`config.mk`:
```
export PLATFORM = sky130hd
export DESIGN_NAME = dma_ctl_device_flat
export DESIGN_NICKNAME = d
export VERILOG_FILES = /design/src/hw/dma_ctl_pkg.sv /design/src/hw/dma_link_if.sv /design/src/hw/dma_ctl_device.sv /design/src/flat_wrapper.sv
export VERILOG_INCLUDE_DIRS = /design/src /design/src/hw
export SDC_FILE = /design/constraint.sdc
export NUM_CORES = 2
export LEC_CHECK = 0
export BUFFER_PORTS_ARGS = -buffer_cell sky130_fd_sc_hd__buf_2
export CAP_MARGIN = 10
export CORE_ASPECT_RATIO = 1.25
export CORE_MARGIN = 2
export CORE_UTILIZATION = 61
export DETAILED_ROUTE_END_ITERATION = 10
export GPL_TIMING_DRIVEN = 1
export PLACE_DENSITY = 0.79
export SYNTH_ARGS = -nofsm -noshare
export SYNTH_HDL_FRONTEND = slang
export SYNTH_SLANG_ARGS = --single-unit
```
`constraint.sdc`:
```
create_clock -name core_clk -period 7.6 [get_ports core_clk]
set_clock_uncertainty 0.2 [all_clocks]
set_input_delay 1.52 -clock core_clk [delete_from_list [all_inputs] [get_ports core_clk]]
set_output_delay 1.52 -clock core_clk [all_outputs]
set_load 0.1 [all_outputs]
```
`src/hw/dma_ctl_regs.svh`:
```
// constants of the dma control block: opcodes, layouts, reset values
`ifndef DMA_CTL_REGS_SVH
`define DMA_CTL_REGS_SVH

// link opcodes
`define OP_NOP        4'h0
`define OP_BASE_SET   4'h1
`define OP_BASE_GET   4'h2
`define OP_ALT_GET    4'h3
`define OP_CTL_EN     4'h4
`define OP_CTL_DIS    4'h5
`define OP_ERR_GET    4'h6
`define OP_ERR_CLR    4'h7
`define OP_INT_GET    4'h8
`define OP_INT_CLR    4'h9
`define OP_CH_EN      4'hA
`define OP_CH_REQ     4'hB
`define OP_CH_ISEN    4'hC

// table layout
`define ALIGN_MASK    32'hFFFF_FC00
`define ALT_OFFSET    32'h0000_0200
`define STRUCT_SHIFT  4
`define SRC_OFF       32'h0000_0000
`define DST_OFF       32'h0000_0004
`define CTL_OFF       32'h0000_0008
`define WORD_STEP     32'h0000_0004
`define BASE_RST      32'h0000_0000

// control word fields
`define MODE_MSB      2
`define CNT_LSB       4
`define CNT_MSB       13
`define CTRL_KEEP     32'hFFFF_C008
`define MODE_STOP     3'h0
`define MODE_BASIC    3'h1
`define MODE_AUTO     3'h2

// channels and buffering
`define SW_CH         5'h1E
`define CH_MSB        4
`define FIFO_WIDTH    32
`define FIFO_DEPTH    32

`endif

```
`src/hw/dma_ctl_pkg.sv`:
```
// types shared by both ends of the dma control link
package dma_ctl_pkg;
`include "dma_ctl_regs.svh"

	typedef enum logic [3:0] {
		OP_NOP      = `OP_NOP,
		OP_BASE_SET = `OP_BASE_SET,
		OP_BASE_GET = `OP_BASE_GET,
		OP_ALT_GET  = `OP_ALT_GET,
		OP_CTL_EN   = `OP_CTL_EN,
		OP_CTL_DIS  = `OP_CTL_DIS,
		OP_ERR_GET  = `OP_ERR_GET,
		OP_ERR_CLR  = `OP_ERR_CLR,
		OP_INT_GET  = `OP_INT_GET,
		OP_INT_CLR  = `OP_INT_CLR,
		OP_CH_EN    = `OP_CH_EN,
		OP_CH_REQ   = `OP_CH_REQ,
		OP_CH_ISEN  = `OP_CH_ISEN
	} op_t;

	// gray along idle, fetch src, dst, ctrl, move, write back, done
	typedef enum logic [2:0] {
		ST_IDLE  = 3'h0,
		ST_FSRC  = 3'h1,
		ST_FDST  = 3'h3,
		ST_FCTL  = 3'h2,
		ST_MOVE  = 3'h6,
		ST_WBACK = 3'h7,
		ST_DONE  = 3'h5
	} st_t;

endpackage : dma_ctl_pkg

```
`src/hw/dma_link_if.sv`:
```
// command link between the processor-side end and the dma controller
interface dma_link_if;
	logic               req_valid;
	logic               req_ready;
	dma_ctl_pkg::op_t   req_op;
	logic [31:0]        req_data;
	logic               rsp_valid;
	logic [31:0]        rsp_data;

	modport dev (
		input  req_valid,
		output req_ready,
		input  req_op,
		input  req_data,
		output rsp_valid,
		output rsp_data
	);

	modport host (
		output req_valid,
		input  req_ready,
		output req_op,
		output req_data,
		input  rsp_valid,
		input  rsp_data
	);
endinterface : dma_link_if

```
`src/hw/dma_ctl_device.sv`:
```
// dma controller end: table pointer, global enable, irq status, engine
// Notes on behaviour
// - table base is 1024-byte aligned
// - channel control fetched from table at base
// - alternate structures in upper half, reported
// - software sets base before channel use
// - software sizes table by channels and modes
// - global enable low stops all activity
// - software enables controller before channel setup
// - error status nonzero while error pending
// - clearing error status drops error irq
// - write one clears channel irq bit
// - status read shows all completed channels
// - channel 30 completion on software irq
// - separate error irq output
// - peripheral channel completion on peripheral signal
// - auto mode runs to end after request
// - software enables channel then requests it; the host end passes OP_CH_REQ without checking the channel enable
// - completion clears channel enable
// - completion writes stopped mode to structure

`include "dma_ctl_regs.svh"

// word buffer between read and write sides of the engine
module dma_fifo #(
	parameter int WIDTH = `FIFO_WIDTH,
	parameter int DEPTH = `FIFO_DEPTH
) (
	input  wire logic             core_clk,
	input  wire logic             rst_n,
	input  wire logic             ce,
	input  wire logic             clr,
	input  wire logic             in_valid,
	output logic                  in_ready,
	input  wire logic [WIDTH-1:0] in_data,
	output logic                  out_valid,
	input  wire logic             out_ready,
	output logic      [WIDTH-1:0] out_data
);
	localparam int AW = $clog2(DEPTH);

	logic [WIDTH-1:0] mem_r [DEPTH];
	logic [AW-1:0]    wp_r, wp_nxt, rp_r, rp_nxt;
	logic [AW:0]      cnt_r, cnt_nxt;
	logic             push, pop;

	// honest full and empty straight from the count
	assign in_ready  = cnt_r != (AW+1)'(DEPTH);
	assign out_valid = cnt_r != '0;
	assign out_data  = mem_r[rp_r];
	assign push      = in_valid & in_ready;
	assign pop       = out_valid & out_ready;

	// pointer and count next values
	always_comb begin
		wp_nxt  = wp_r + AW'(push);
		rp_nxt  = rp_r + AW'(pop);
		cnt_nxt = cnt_r + (AW+1)'(push) - (AW+1)'(pop);
		if (clr) begin
			wp_nxt  = '0;
			rp_nxt  = '0;
			cnt_nxt = '0;
		end
	end

	// registers; the array itself has no reset
	always_ff @(posedge core_clk) begin
		if (!rst_n) begin
			wp_r  <= '0;
			rp_r  <= '0;
			cnt_r <= '0;
		end else if (ce) begin
			wp_r  <= wp_nxt;
			rp_r  <= rp_nxt;
			cnt_r <= cnt_nxt;
			if (push)
				mem_r[wp_r] <= in_data;
		end
	end
endmodule : dma_fifo

module dma_ctl_device (
	input  wire logic        core_clk,
	input  wire logic        rst_n,
	input  wire logic        ce,
	dma_link_if.dev          link,
	input  wire logic [31:0] chan_req,
	output logic             mem_rd_req,
	output logic      [31:0] mem_rd_addr,
	input  wire logic        mem_rd_valid,
	input  wire logic [31:0] mem_rd_data,
	output logic             mem_wr_req,
	output logic      [31:0] mem_wr_addr,
	output logic      [31:0] mem_wr_data,
	input  wire logic        mem_wr_ready,
	input  wire logic        mem_err,
	output logic             sw_irq,
	output logic             err_irq,
	output logic      [31:0] periph_done
);
	dma_ctl_pkg::st_t state_r, state_nxt;
	logic [31:0] base_r, base_nxt, src_r, src_nxt, dst_r, dst_nxt;
	logic [31:0] ctrl_r, ctrl_nxt, en_r, en_nxt, swreq_r, swreq_nxt;
	logic [31:0] chis_r, chis_nxt, done_r, done_nxt, rsp_data_r;
	logic [31:0] rsp_data_nxt;
	logic [10:0] rd_left_r, rd_left_nxt, wr_left_r, wr_left_nxt;
	logic [`CH_MSB:0] ch_r, ch_nxt;
	logic        glb_en_r, glb_en_nxt, err_r, err_nxt;
	logic        rsp_valid_r, rsp_valid_nxt;
	logic        f_in_ready, f_out_valid, f_out_ready, f_in_valid;
	logic        fifo_clr, pick_found, req_ok;
	logic [31:0] f_out_data, ready_ch;
	logic [`CH_MSB:0] pick_idx;

	// address of a word in a channel's primary structure
	function automatic logic [31:0] struct_addr(input logic [31:0] base,
		input logic [`CH_MSB:0] ch, input logic [31:0] off);
		struct_addr = base + (32'(ch) << `STRUCT_SHIFT) + off;
	endfunction : struct_addr

	// lowest numbered enabled channel with a request
	function automatic logic [`CH_MSB+1:0] lowest(input logic [31:0] v);
		lowest = '0;
		for (int i = 31; i >= 0; i--) begin
			if (v[i])
				lowest = {1'b1, i[`CH_MSB:0]};
		end
	endfunction : lowest

	assign ready_ch = en_r & (chan_req | swreq_r);
	assign {pick_found, pick_idx} = lowest(ready_ch);
	assign req_ok = ctrl_r[`MODE_MSB:0] == `MODE_AUTO || chan_req[ch_r];

	// memory handshakes; nothing is asked while disabled or frozen
	always_comb begin
		mem_rd_req = 1'b0;
		mem_wr_req = 1'b0;
		if (glb_en_r && ce) begin
			case (state_r)
				dma_ctl_pkg::ST_FSRC,
				dma_ctl_pkg::ST_FDST,
				dma_ctl_pkg::ST_FCTL: mem_rd_req = 1'b1;
				dma_ctl_pkg::ST_MOVE: begin
					mem_rd_req = rd_left_r != '0 && f_in_ready && req_ok;
					mem_wr_req = f_out_valid;
				end
				dma_ctl_pkg::ST_WBACK: mem_wr_req = 1'b1;
				default: ;
			endcase
		end
	end

	// addresses and write data from held pointers
	always_comb begin
		case (state_r)
			dma_ctl_pkg::ST_FSRC: mem_rd_addr = struct_addr(base_r, ch_r, `SRC_OFF);
			dma_ctl_pkg::ST_FDST: mem_rd_addr = struct_addr(base_r, ch_r, `DST_OFF);
			dma_ctl_pkg::ST_FCTL: mem_rd_addr = struct_addr(base_r, ch_r, `CTL_OFF);
			default:              mem_rd_addr = src_r;
		endcase
		if (state_r == dma_ctl_pkg::ST_WBACK) begin
			mem_wr_addr = struct_addr(base_r, ch_r, `CTL_OFF);
			// mode becomes stopped, count field emptied
			mem_wr_data = (ctrl_r & `CTRL_KEEP) | 32'(`MODE_STOP);
		end else begin
			mem_wr_addr = dst_r;
			mem_wr_data = f_out_data;
		end
	end

	assign f_in_valid  = state_r == dma_ctl_pkg::ST_MOVE && mem_rd_req &&
		mem_rd_valid;
	assign f_out_ready = state_r == dma_ctl_pkg::ST_MOVE && mem_wr_req &&
		mem_wr_ready;
	assign link.req_ready = !rsp_valid_r;
	assign link.rsp_valid = rsp_valid_r;
	assign link.rsp_data  = rsp_data_r;
	assign sw_irq         = chis_r[`SW_CH];
	assign err_irq        = err_r;
	assign periph_done    = done_r;

	dma_fifo #(
		.WIDTH (`FIFO_WIDTH),
		.DEPTH (`FIFO_DEPTH)
	) u_fifo (
		.core_clk  (core_clk),
		.rst_n     (rst_n),
		.ce        (ce),
		.clr       (fifo_clr),
		.in_valid  (f_in_valid),
		.in_ready  (f_in_ready),
		.in_data   (mem_rd_data),
		.out_valid (f_out_valid),
		.out_ready (f_out_ready),
		.out_data  (f_out_data)
	);

	// engine then commands; hardware sets are applied last so they win
	always_comb begin
		logic [31:0] chis_set;
		logic [31:0] en_clr;
		logic        err_set;
		chis_set      = '0;
		en_clr        = '0;
		err_set       = 1'b0;
		state_nxt     = state_r;
		base_nxt      = base_r;
		src_nxt       = src_r;
		dst_nxt       = dst_r;
		ctrl_nxt      = ctrl_r;
		ch_nxt        = ch_r;
		rd_left_nxt   = rd_left_r;
		wr_left_nxt   = wr_left_r;
		swreq_nxt     = swreq_r;
		glb_en_nxt    = glb_en_r;
		done_nxt      = '0;
		fifo_clr      = 1'b0;
		rsp_valid_nxt = 1'b0;
		rsp_data_nxt  = rsp_data_r;
		if (glb_en_r) begin
			case (state_r)
				dma_ctl_pkg::ST_IDLE: if (pick_found) begin
					ch_nxt              = pick_idx;
					swreq_nxt[pick_idx] = 1'b0;
					state_nxt           = dma_ctl_pkg::ST_FSRC;
				end
				dma_ctl_pkg::ST_FSRC: if (mem_rd_valid) begin
					src_nxt   = mem_rd_data;
					state_nxt = dma_ctl_pkg::ST_FDST;
				end
				dma_ctl_pkg::ST_FDST: if (mem_rd_valid) begin
					dst_nxt   = mem_rd_data;
					state_nxt = dma_ctl_pkg::ST_FCTL;
				end
				dma_ctl_pkg::ST_FCTL: if (mem_rd_valid) begin
					ctrl_nxt    = mem_rd_data;
					rd_left_nxt = 11'(mem_rd_data[`CNT_MSB:`CNT_LSB]) + 11'h001;
					wr_left_nxt = 11'(mem_rd_data[`CNT_MSB:`CNT_LSB]) + 11'h001;
					if (mem_rd_data[`MODE_MSB:0] == `MODE_STOP) begin
						en_clr[ch_r] = 1'b1; // stopped structure: nothing to move
						state_nxt    = dma_ctl_pkg::ST_IDLE;
					end else
						state_nxt = dma_ctl_pkg::ST_MOVE;
				end
				dma_ctl_pkg::ST_MOVE: begin
					if (f_in_valid) begin
						src_nxt     = src_r + `WORD_STEP;
						rd_left_nxt = rd_left_r - 11'h001;
					end
					if (f_out_ready) begin
						dst_nxt     = dst_r + `WORD_STEP;
						wr_left_nxt = wr_left_r - 11'h001;
						if (wr_left_r == 11'h001)
							state_nxt = dma_ctl_pkg::ST_WBACK;
					end
				end
				dma_ctl_pkg::ST_WBACK: if (mem_wr_ready)
					state_nxt = dma_ctl_pkg::ST_DONE;
				dma_ctl_pkg::ST_DONE: begin
					en_clr[ch_r]   = 1'b1;
					chis_set[ch_r] = 1'b1;
					if (ch_r != `SW_CH)
						done_nxt[ch_r] = 1'b1;
					state_nxt = dma_ctl_pkg::ST_IDLE;
				end
				default: state_nxt = dma_ctl_pkg::ST_IDLE;
			endcase
			// a bus error aborts the transfer and leaves the channel off
			if (mem_err && state_r != dma_ctl_pkg::ST_IDLE) begin
				err_set      = 1'b1;
				en_clr[ch_r] = 1'b1;
				fifo_clr     = 1'b1;
				state_nxt    = dma_ctl_pkg::ST_IDLE;
			end
		end
		en_nxt   = en_r & ~en_clr;
		chis_nxt = chis_r;
		err_nxt  = err_r;
		if (link.req_valid && link.req_ready) begin
			rsp_valid_nxt = 1'b1;
			rsp_data_nxt  = '0;
			case (link.req_op)
				dma_ctl_pkg::OP_BASE_SET:
					base_nxt = link.req_data & `ALIGN_MASK;
				dma_ctl_pkg::OP_BASE_GET: rsp_data_nxt = base_r;
				dma_ctl_pkg::OP_ALT_GET:
					rsp_data_nxt = base_r + `ALT_OFFSET;
				dma_ctl_pkg::OP_CTL_EN:  glb_en_nxt = 1'b1;
				dma_ctl_pkg::OP_CTL_DIS: glb_en_nxt = 1'b0;
				dma_ctl_pkg::OP_ERR_GET: rsp_data_nxt = 32'(err_r);
				dma_ctl_pkg::OP_ERR_CLR: err_nxt = 1'b0;
				dma_ctl_pkg::OP_INT_GET: rsp_data_nxt = chis_r;
				dma_ctl_pkg::OP_INT_CLR:
					chis_nxt = chis_r & ~link.req_data;
				dma_ctl_pkg::OP_CH_EN:
					en_nxt[link.req_data[`CH_MSB:0]] = 1'b1;
				dma_ctl_pkg::OP_CH_REQ:
					swreq_nxt[link.req_data[`CH_MSB:0]] = 1'b1;
				dma_ctl_pkg::OP_CH_ISEN:
					rsp_data_nxt = 32'(en_r[link.req_data[`CH_MSB:0]]);
				default: ;
			endcase
		end
		chis_nxt = chis_nxt | chis_set;
		err_nxt  = err_nxt | err_set;
	end

	// registers only
	always_ff @(posedge core_clk) begin
		if (!rst_n) begin
			state_r     <= dma_ctl_pkg::ST_IDLE;
			base_r      <= `BASE_RST;
			src_r       <= '0;
			dst_r       <= '0;
			ctrl_r      <= '0;
			ch_r        <= '0;
			rd_left_r   <= '0;
			wr_left_r   <= '0;
			en_r        <= '0;
			swreq_r     <= '0;
			chis_r      <= '0;
			done_r      <= '0;
			glb_en_r    <= 1'b0;
			err_r       <= 1'b0;
			rsp_valid_r <= 1'b0;
			rsp_data_r  <= '0;
		end else if (ce) begin
			state_r     <= state_nxt;
			base_r      <= base_nxt;
			src_r       <= src_nxt;
			dst_r       <= dst_nxt;
			ctrl_r      <= ctrl_nxt;
			ch_r        <= ch_nxt;
			rd_left_r   <= rd_left_nxt;
			wr_left_r   <= wr_left_nxt;
			en_r        <= en_nxt;
			swreq_r     <= swreq_nxt;
			chis_r      <= chis_nxt;
			done_r      <= done_nxt;
			glb_en_r    <= glb_en_nxt;
			err_r       <= err_nxt;
			rsp_valid_r <= rsp_valid_nxt;
			rsp_data_r  <= rsp_data_nxt;
		end
	end
endmodule : dma_ctl_device

```
`src/flat_wrapper.sv`:
```
// flat-port wrapper written by rule: the top's interface ports become plain ports
module dma_ctl_device_flat 
  (core_clk, rst_n, ce, chan_req, mem_rd_req, mem_rd_addr, mem_rd_valid, mem_rd_data, mem_wr_req, mem_wr_addr, mem_wr_data, mem_wr_ready, mem_err, sw_irq, err_irq, periph_done, link_req_valid, link_req_ready, link_req_op, link_req_data, link_rsp_valid, link_rsp_data);
  dma_link_if link_i ();
  input  wire logic core_clk;
  input  wire logic rst_n;
  input  wire logic ce;
  input  wire logic [31:0] chan_req;
  output logic mem_rd_req;
  output logic      [31:0] mem_rd_addr;
  input  wire logic mem_rd_valid;
  input  wire logic [31:0] mem_rd_data;
  output logic mem_wr_req;
  output logic      [31:0] mem_wr_addr;
  output logic      [31:0] mem_wr_data;
  input  wire logic mem_wr_ready;
  input  wire logic mem_err;
  output logic sw_irq;
  output logic err_irq;
  output logic      [31:0] periph_done;
  input wire logic [$bits(link_i.req_valid)-1:0] link_req_valid;
  output wire logic [$bits(link_i.req_ready)-1:0] link_req_ready;
  input wire logic [$bits(link_i.req_op)-1:0] link_req_op;
  input wire logic [$bits(link_i.req_data)-1:0] link_req_data;
  output wire logic [$bits(link_i.rsp_valid)-1:0] link_rsp_valid;
  output wire logic [$bits(link_i.rsp_data)-1:0] link_rsp_data;
  assign link_i.req_valid = link_req_valid;
  assign link_req_ready = link_i.req_ready;
  assign link_i.req_op = link_req_op;
  assign link_i.req_data = link_req_data;
  assign link_rsp_valid = link_i.rsp_valid;
  assign link_rsp_data = link_i.rsp_data;
  dma_ctl_device u_core (.core_clk(core_clk), .rst_n(rst_n), .ce(ce), .link(link_i), .chan_req(chan_req), .mem_rd_req(mem_rd_req), .mem_rd_addr(mem_rd_addr), .mem_rd_valid(mem_rd_valid), .mem_rd_data(mem_rd_data), .mem_wr_req(mem_wr_req), .mem_wr_addr(mem_wr_addr), .mem_wr_data(mem_wr_data), .mem_wr_ready(mem_wr_ready), .mem_err(mem_err), .sw_irq(sw_irq), .err_irq(err_irq), .periph_done(periph_done));
endmodule
```
==> results by group <==
Route
  – DRT Pass-1 Iters: 6
  – Avg WL per Cell: 31.0 um
  – Vias: 36700
  – Post-route ant nets: 0
  – Overall routed net length: 163000 um
  – Residual DRC: 0
  – Initial drt markers: 4746
  – Number of vias per cell: 6.99

Setup path
  – Most numerous cell on the critical path: nand2_1
  – Worst setup EP type: output port
  – Worst path required time: 5.88 ns
  – Slowest cell on crit path: dfxtp_1
  – Reg2reg end: u_core.u_fifo.mem_r[28][1]$_DFFE_PP_
  – Worst reg2reg startpoint: u_core.state_r[2]$_SDFFE_PN0P_
  – Worst Setup SP: u_core.state_r[2]$_SDFFE_PN0P_
  – Setup slack, reg-to-reg: 2.56 ns
  – Crit path max fanout: 36
  – Buf/Inv on CP: 2
  – CP cell instances: nand2_1 -> nor2_4 -> buf_4 -> nand2_1 -> o21ai_0 -> buf_2
  – CP max stage delay: 0.98 ns
  – Crit path max-delay family: simple AND/OR/NAND/NOR gates
  – Reg2Reg Depth: 8
  – WS Path Type: reg -> out
  – Worst Setup Start Kind: flip-flop
  – Arr. time, crit path: 4.35 ns

Layout
  – Nets@finish: 4080
  – Most frequent cells in the layout: edfxtp_1, nand2_1, mux4_2
  – Storage cell area: 37200 um^2
  – Fin util: 69.0%
  – Area Overhead vs Synth: 12.3%
  – Final non-filler cell total: 5257
  – Most common cell after layout, fill and taps aside: edfxtp_1
  – FILL cells: 5676
  – Layout cells sized above 1: 24.9%
  – Multi-input logic area: 18100 um^2

Timing
  – Period utilization: 79.9%
  – Final hold viol count: 0
  – Fmax: 165 MHz
  – Rel. slew slack: 20.0%
  – Slew Limit Fails: 0
  – Final WS setup: 1.53 ns
  – RSZ-0062 raised after global routing: false
  – Final hold slack: 0.247 ns
  – Min Tclk post-route: 6.07 ns
  – Worst slew pin tran: 1.20 ns
  – Setup tns final: 0 ns
  – Final setup fails: 0

Synthesis
  – Area share of the largest cell type after synthesis: 54.8%
  – Synth Warn #: 0
  – EDFF count, synth: 1024
  – Ys async rst share: 0%
  – Sequential fraction of the synthesis area: 66.3%
  – Mapped Area: 56100 um^2
  – Synth top area cells: edfxtp_1, mux4_2, dfxtp_1, nand2_1, nor2_1
  – Cell variety after synth: 88
  – Primary FF master, synth: edfxtp_1
  – Compound-Gate Fraction of Synth Area: 8.55%
  – Synth Area in Adders: 0.477%
  – Simple-gate share of the synthesized area: 7.74%
  – Area leader, netlist: edfxtp_1
  – Largest family of logic cells by synthesized area: multiplexers
  – Gate Count Post-Synth: 3742
  – #FFs+latches synth: 1346
  – XOR/XNOR share of the synthesized area: 0.234%
  – Mapped Nets: 3869
  – Mean area per synthesized cell: 15.0 um^2
  – Post-synthesis mux area share: 14.7%

Clocking
  – Post-CTS Hold Buffers: 0
  – CTS tree: yes
  – Worst-case clock buffer depth: 3
  – Clock sink count: 1346
  – Setup bufs post-CTS: 0
  – Worst-Skew Late Latency: 0.72 ns
  – Worst-path clk slew: 0.07 ns
  – CTS resizes: 0
  – Root Driver: clkbuf_16
  – CTS Buf Count: 118
  – Depth of the CTS H-tree: 3

Floorplan
  – Initial Utilization: 61.4%
  – Die H: 343 um
  – Rows: 124
  – Core ar.: 91400 um^2
  – Chip width: 275 um
  – Die area: 94500 um^2
  – I/O pins: 273

Min path
  – Depth of the worst hold-timing path: 1
  – Hold crit path type: reg -> reg
  – Hold Path End: u_core.periph_done[16]$_SDFFE_PN0P_
  – Hold path start: u_core.periph_done[16]$_SDFFE_PN0P_

Power
  – Combinational power share: 2.0%
  – PD cells: 232 nW/um^2
  – Net load switching power: 3.03 mW
  – P_int: 11.6 mW
  – Seq pwr share: 54.0%
  – P_leak: 20.4 nW
  – Peak supply drop: 0.194 mV
  – Net Sw Frac: 20.7%
  – Clock Power Share: 44.0%

Job
  – Max cap viols: 0

Placed design
  – HPWL Detailed: 99000 um
  – Gpl congestion: 0.941
  – Port Buf Inserts: 272
  – Cells after DPL: 5029
  – Place WS: 1.84 ns

GRT
  – Antenna violations before repair: 9
  – Tot GR Track Use: 34.7%
  – Grt total ovfl: 0
  – Largest net degree at the start of global routing: 81
  – Vias in the first global route: 35800
  – First-pass GRT wire length: 240000 um

Outcome
  – Status: completed
-- area by class of cell --
class                      count  area share [%]
sequential                  1346            59.0
multi-input combinational   2120            28.7
clock buffer                 142            5.08
timing repair buffer         343            3.13
tap                         1197            2.38
clock inverter                84            1.52
inverter                      24           0.151
antenna                        1         0.00397
-- how the worst max path moves through the flow --
stage | to | slack (ns) | cells past startpoint
final | mem_wr_data[19] | 1.53 | 6
after global routing | mem_wr_data[19] | 1.49 | 6
after CTS | mem_wr_data[19] | 1.69 | 6
after detailed placement | u_core.u_fifo.cnt_r[4]$_SDFFE_PN0P_ | 1.84 | 15
after global placement | u_core.u_fifo.cnt_r[4]$_SDFFE_PN0P_ | 1.91 | 15
after floorplan | u_core.u_fifo.mem_r[30][0]$_DFFE_PP_ | 1.31 | 7
-- cells by family after synthesis --
logic type               after synthesis
buffers and inverters                276
AND/OR/NAND/NOR                      962
XOR/XNOR                              15
flip-flops                          1346
AO/OA/AOI/OAI                        721
adder cells (fa/ha/maj)               21
multiplexers                         401
-- cells in the mapped netlist (29+ instances only) --
cell type and number:
mux4_2 334, nand3_1 60, edfxtp_1 1024, a21oi_1 189
buf_2 43, nand2_1 405, a21o_1 32, a211oi_1 41
nand4_1 31, mux2i_1 37, clkbuf_1 183, a41oi_1 31
o21ai_0 172, nor2_1 268, dfxtp_1 322, a31o_2 29
a22oi_1 41
-- flip-flops by register name, summed over array words and instances, names as in the netlist, 11 cells and up, named ones only --
signal / cells
u_core.base_r: 22
u_core.chis_r: 32
u_core.ctrl_r: 22
u_core.dst_r: 32
u_core.en_r: 32
u_core.link.rsp_data: 32
u_core.periph_done: 32
u_core.rd_left_r: 11
u_core.src_r: 32
u_core.swreq_r: 32
u_core.u_fifo.mem_r: 1024
u_core.wr_left_r: 11
-- power groups by stage --
| stage | registers (mW) | clock network, mW | logic, mW |
|---|---|---|---|
| floorplan | 8.06 | 0 | 0.0932 |
| global placement | 8.06 | 0 | 0.266 |
| detailed placement | 8.06 | 0 | 0.275 |
| CTS | 7.90 | 6.45 | 0.278 |
| global route | 7.89 | 6.68 | 0.302 |
| finish | 7.90 | 6.43 | 0.286 |
-- metal layers --
layer	vias up	global-route usage [%]	wire, um
met2	2707	58.1	81400
met1	18400	44.1	56600
met4	14	14.7	8230
met5	-	0	88
li1	15200	-	-
met3	481	7.33	16900
-- through the flow --
step,area [um^2],total power [mW]
2_1_floorplan,56100,8.16
3_3_place_gp,58900,8.32
3_5_place_dp,58900,8.33
4_1_cts,63000,14.6
5_1_grt,63000,14.9
6_report,63000,14.6
Note: power is estimated with default switching activity, not from simulation.
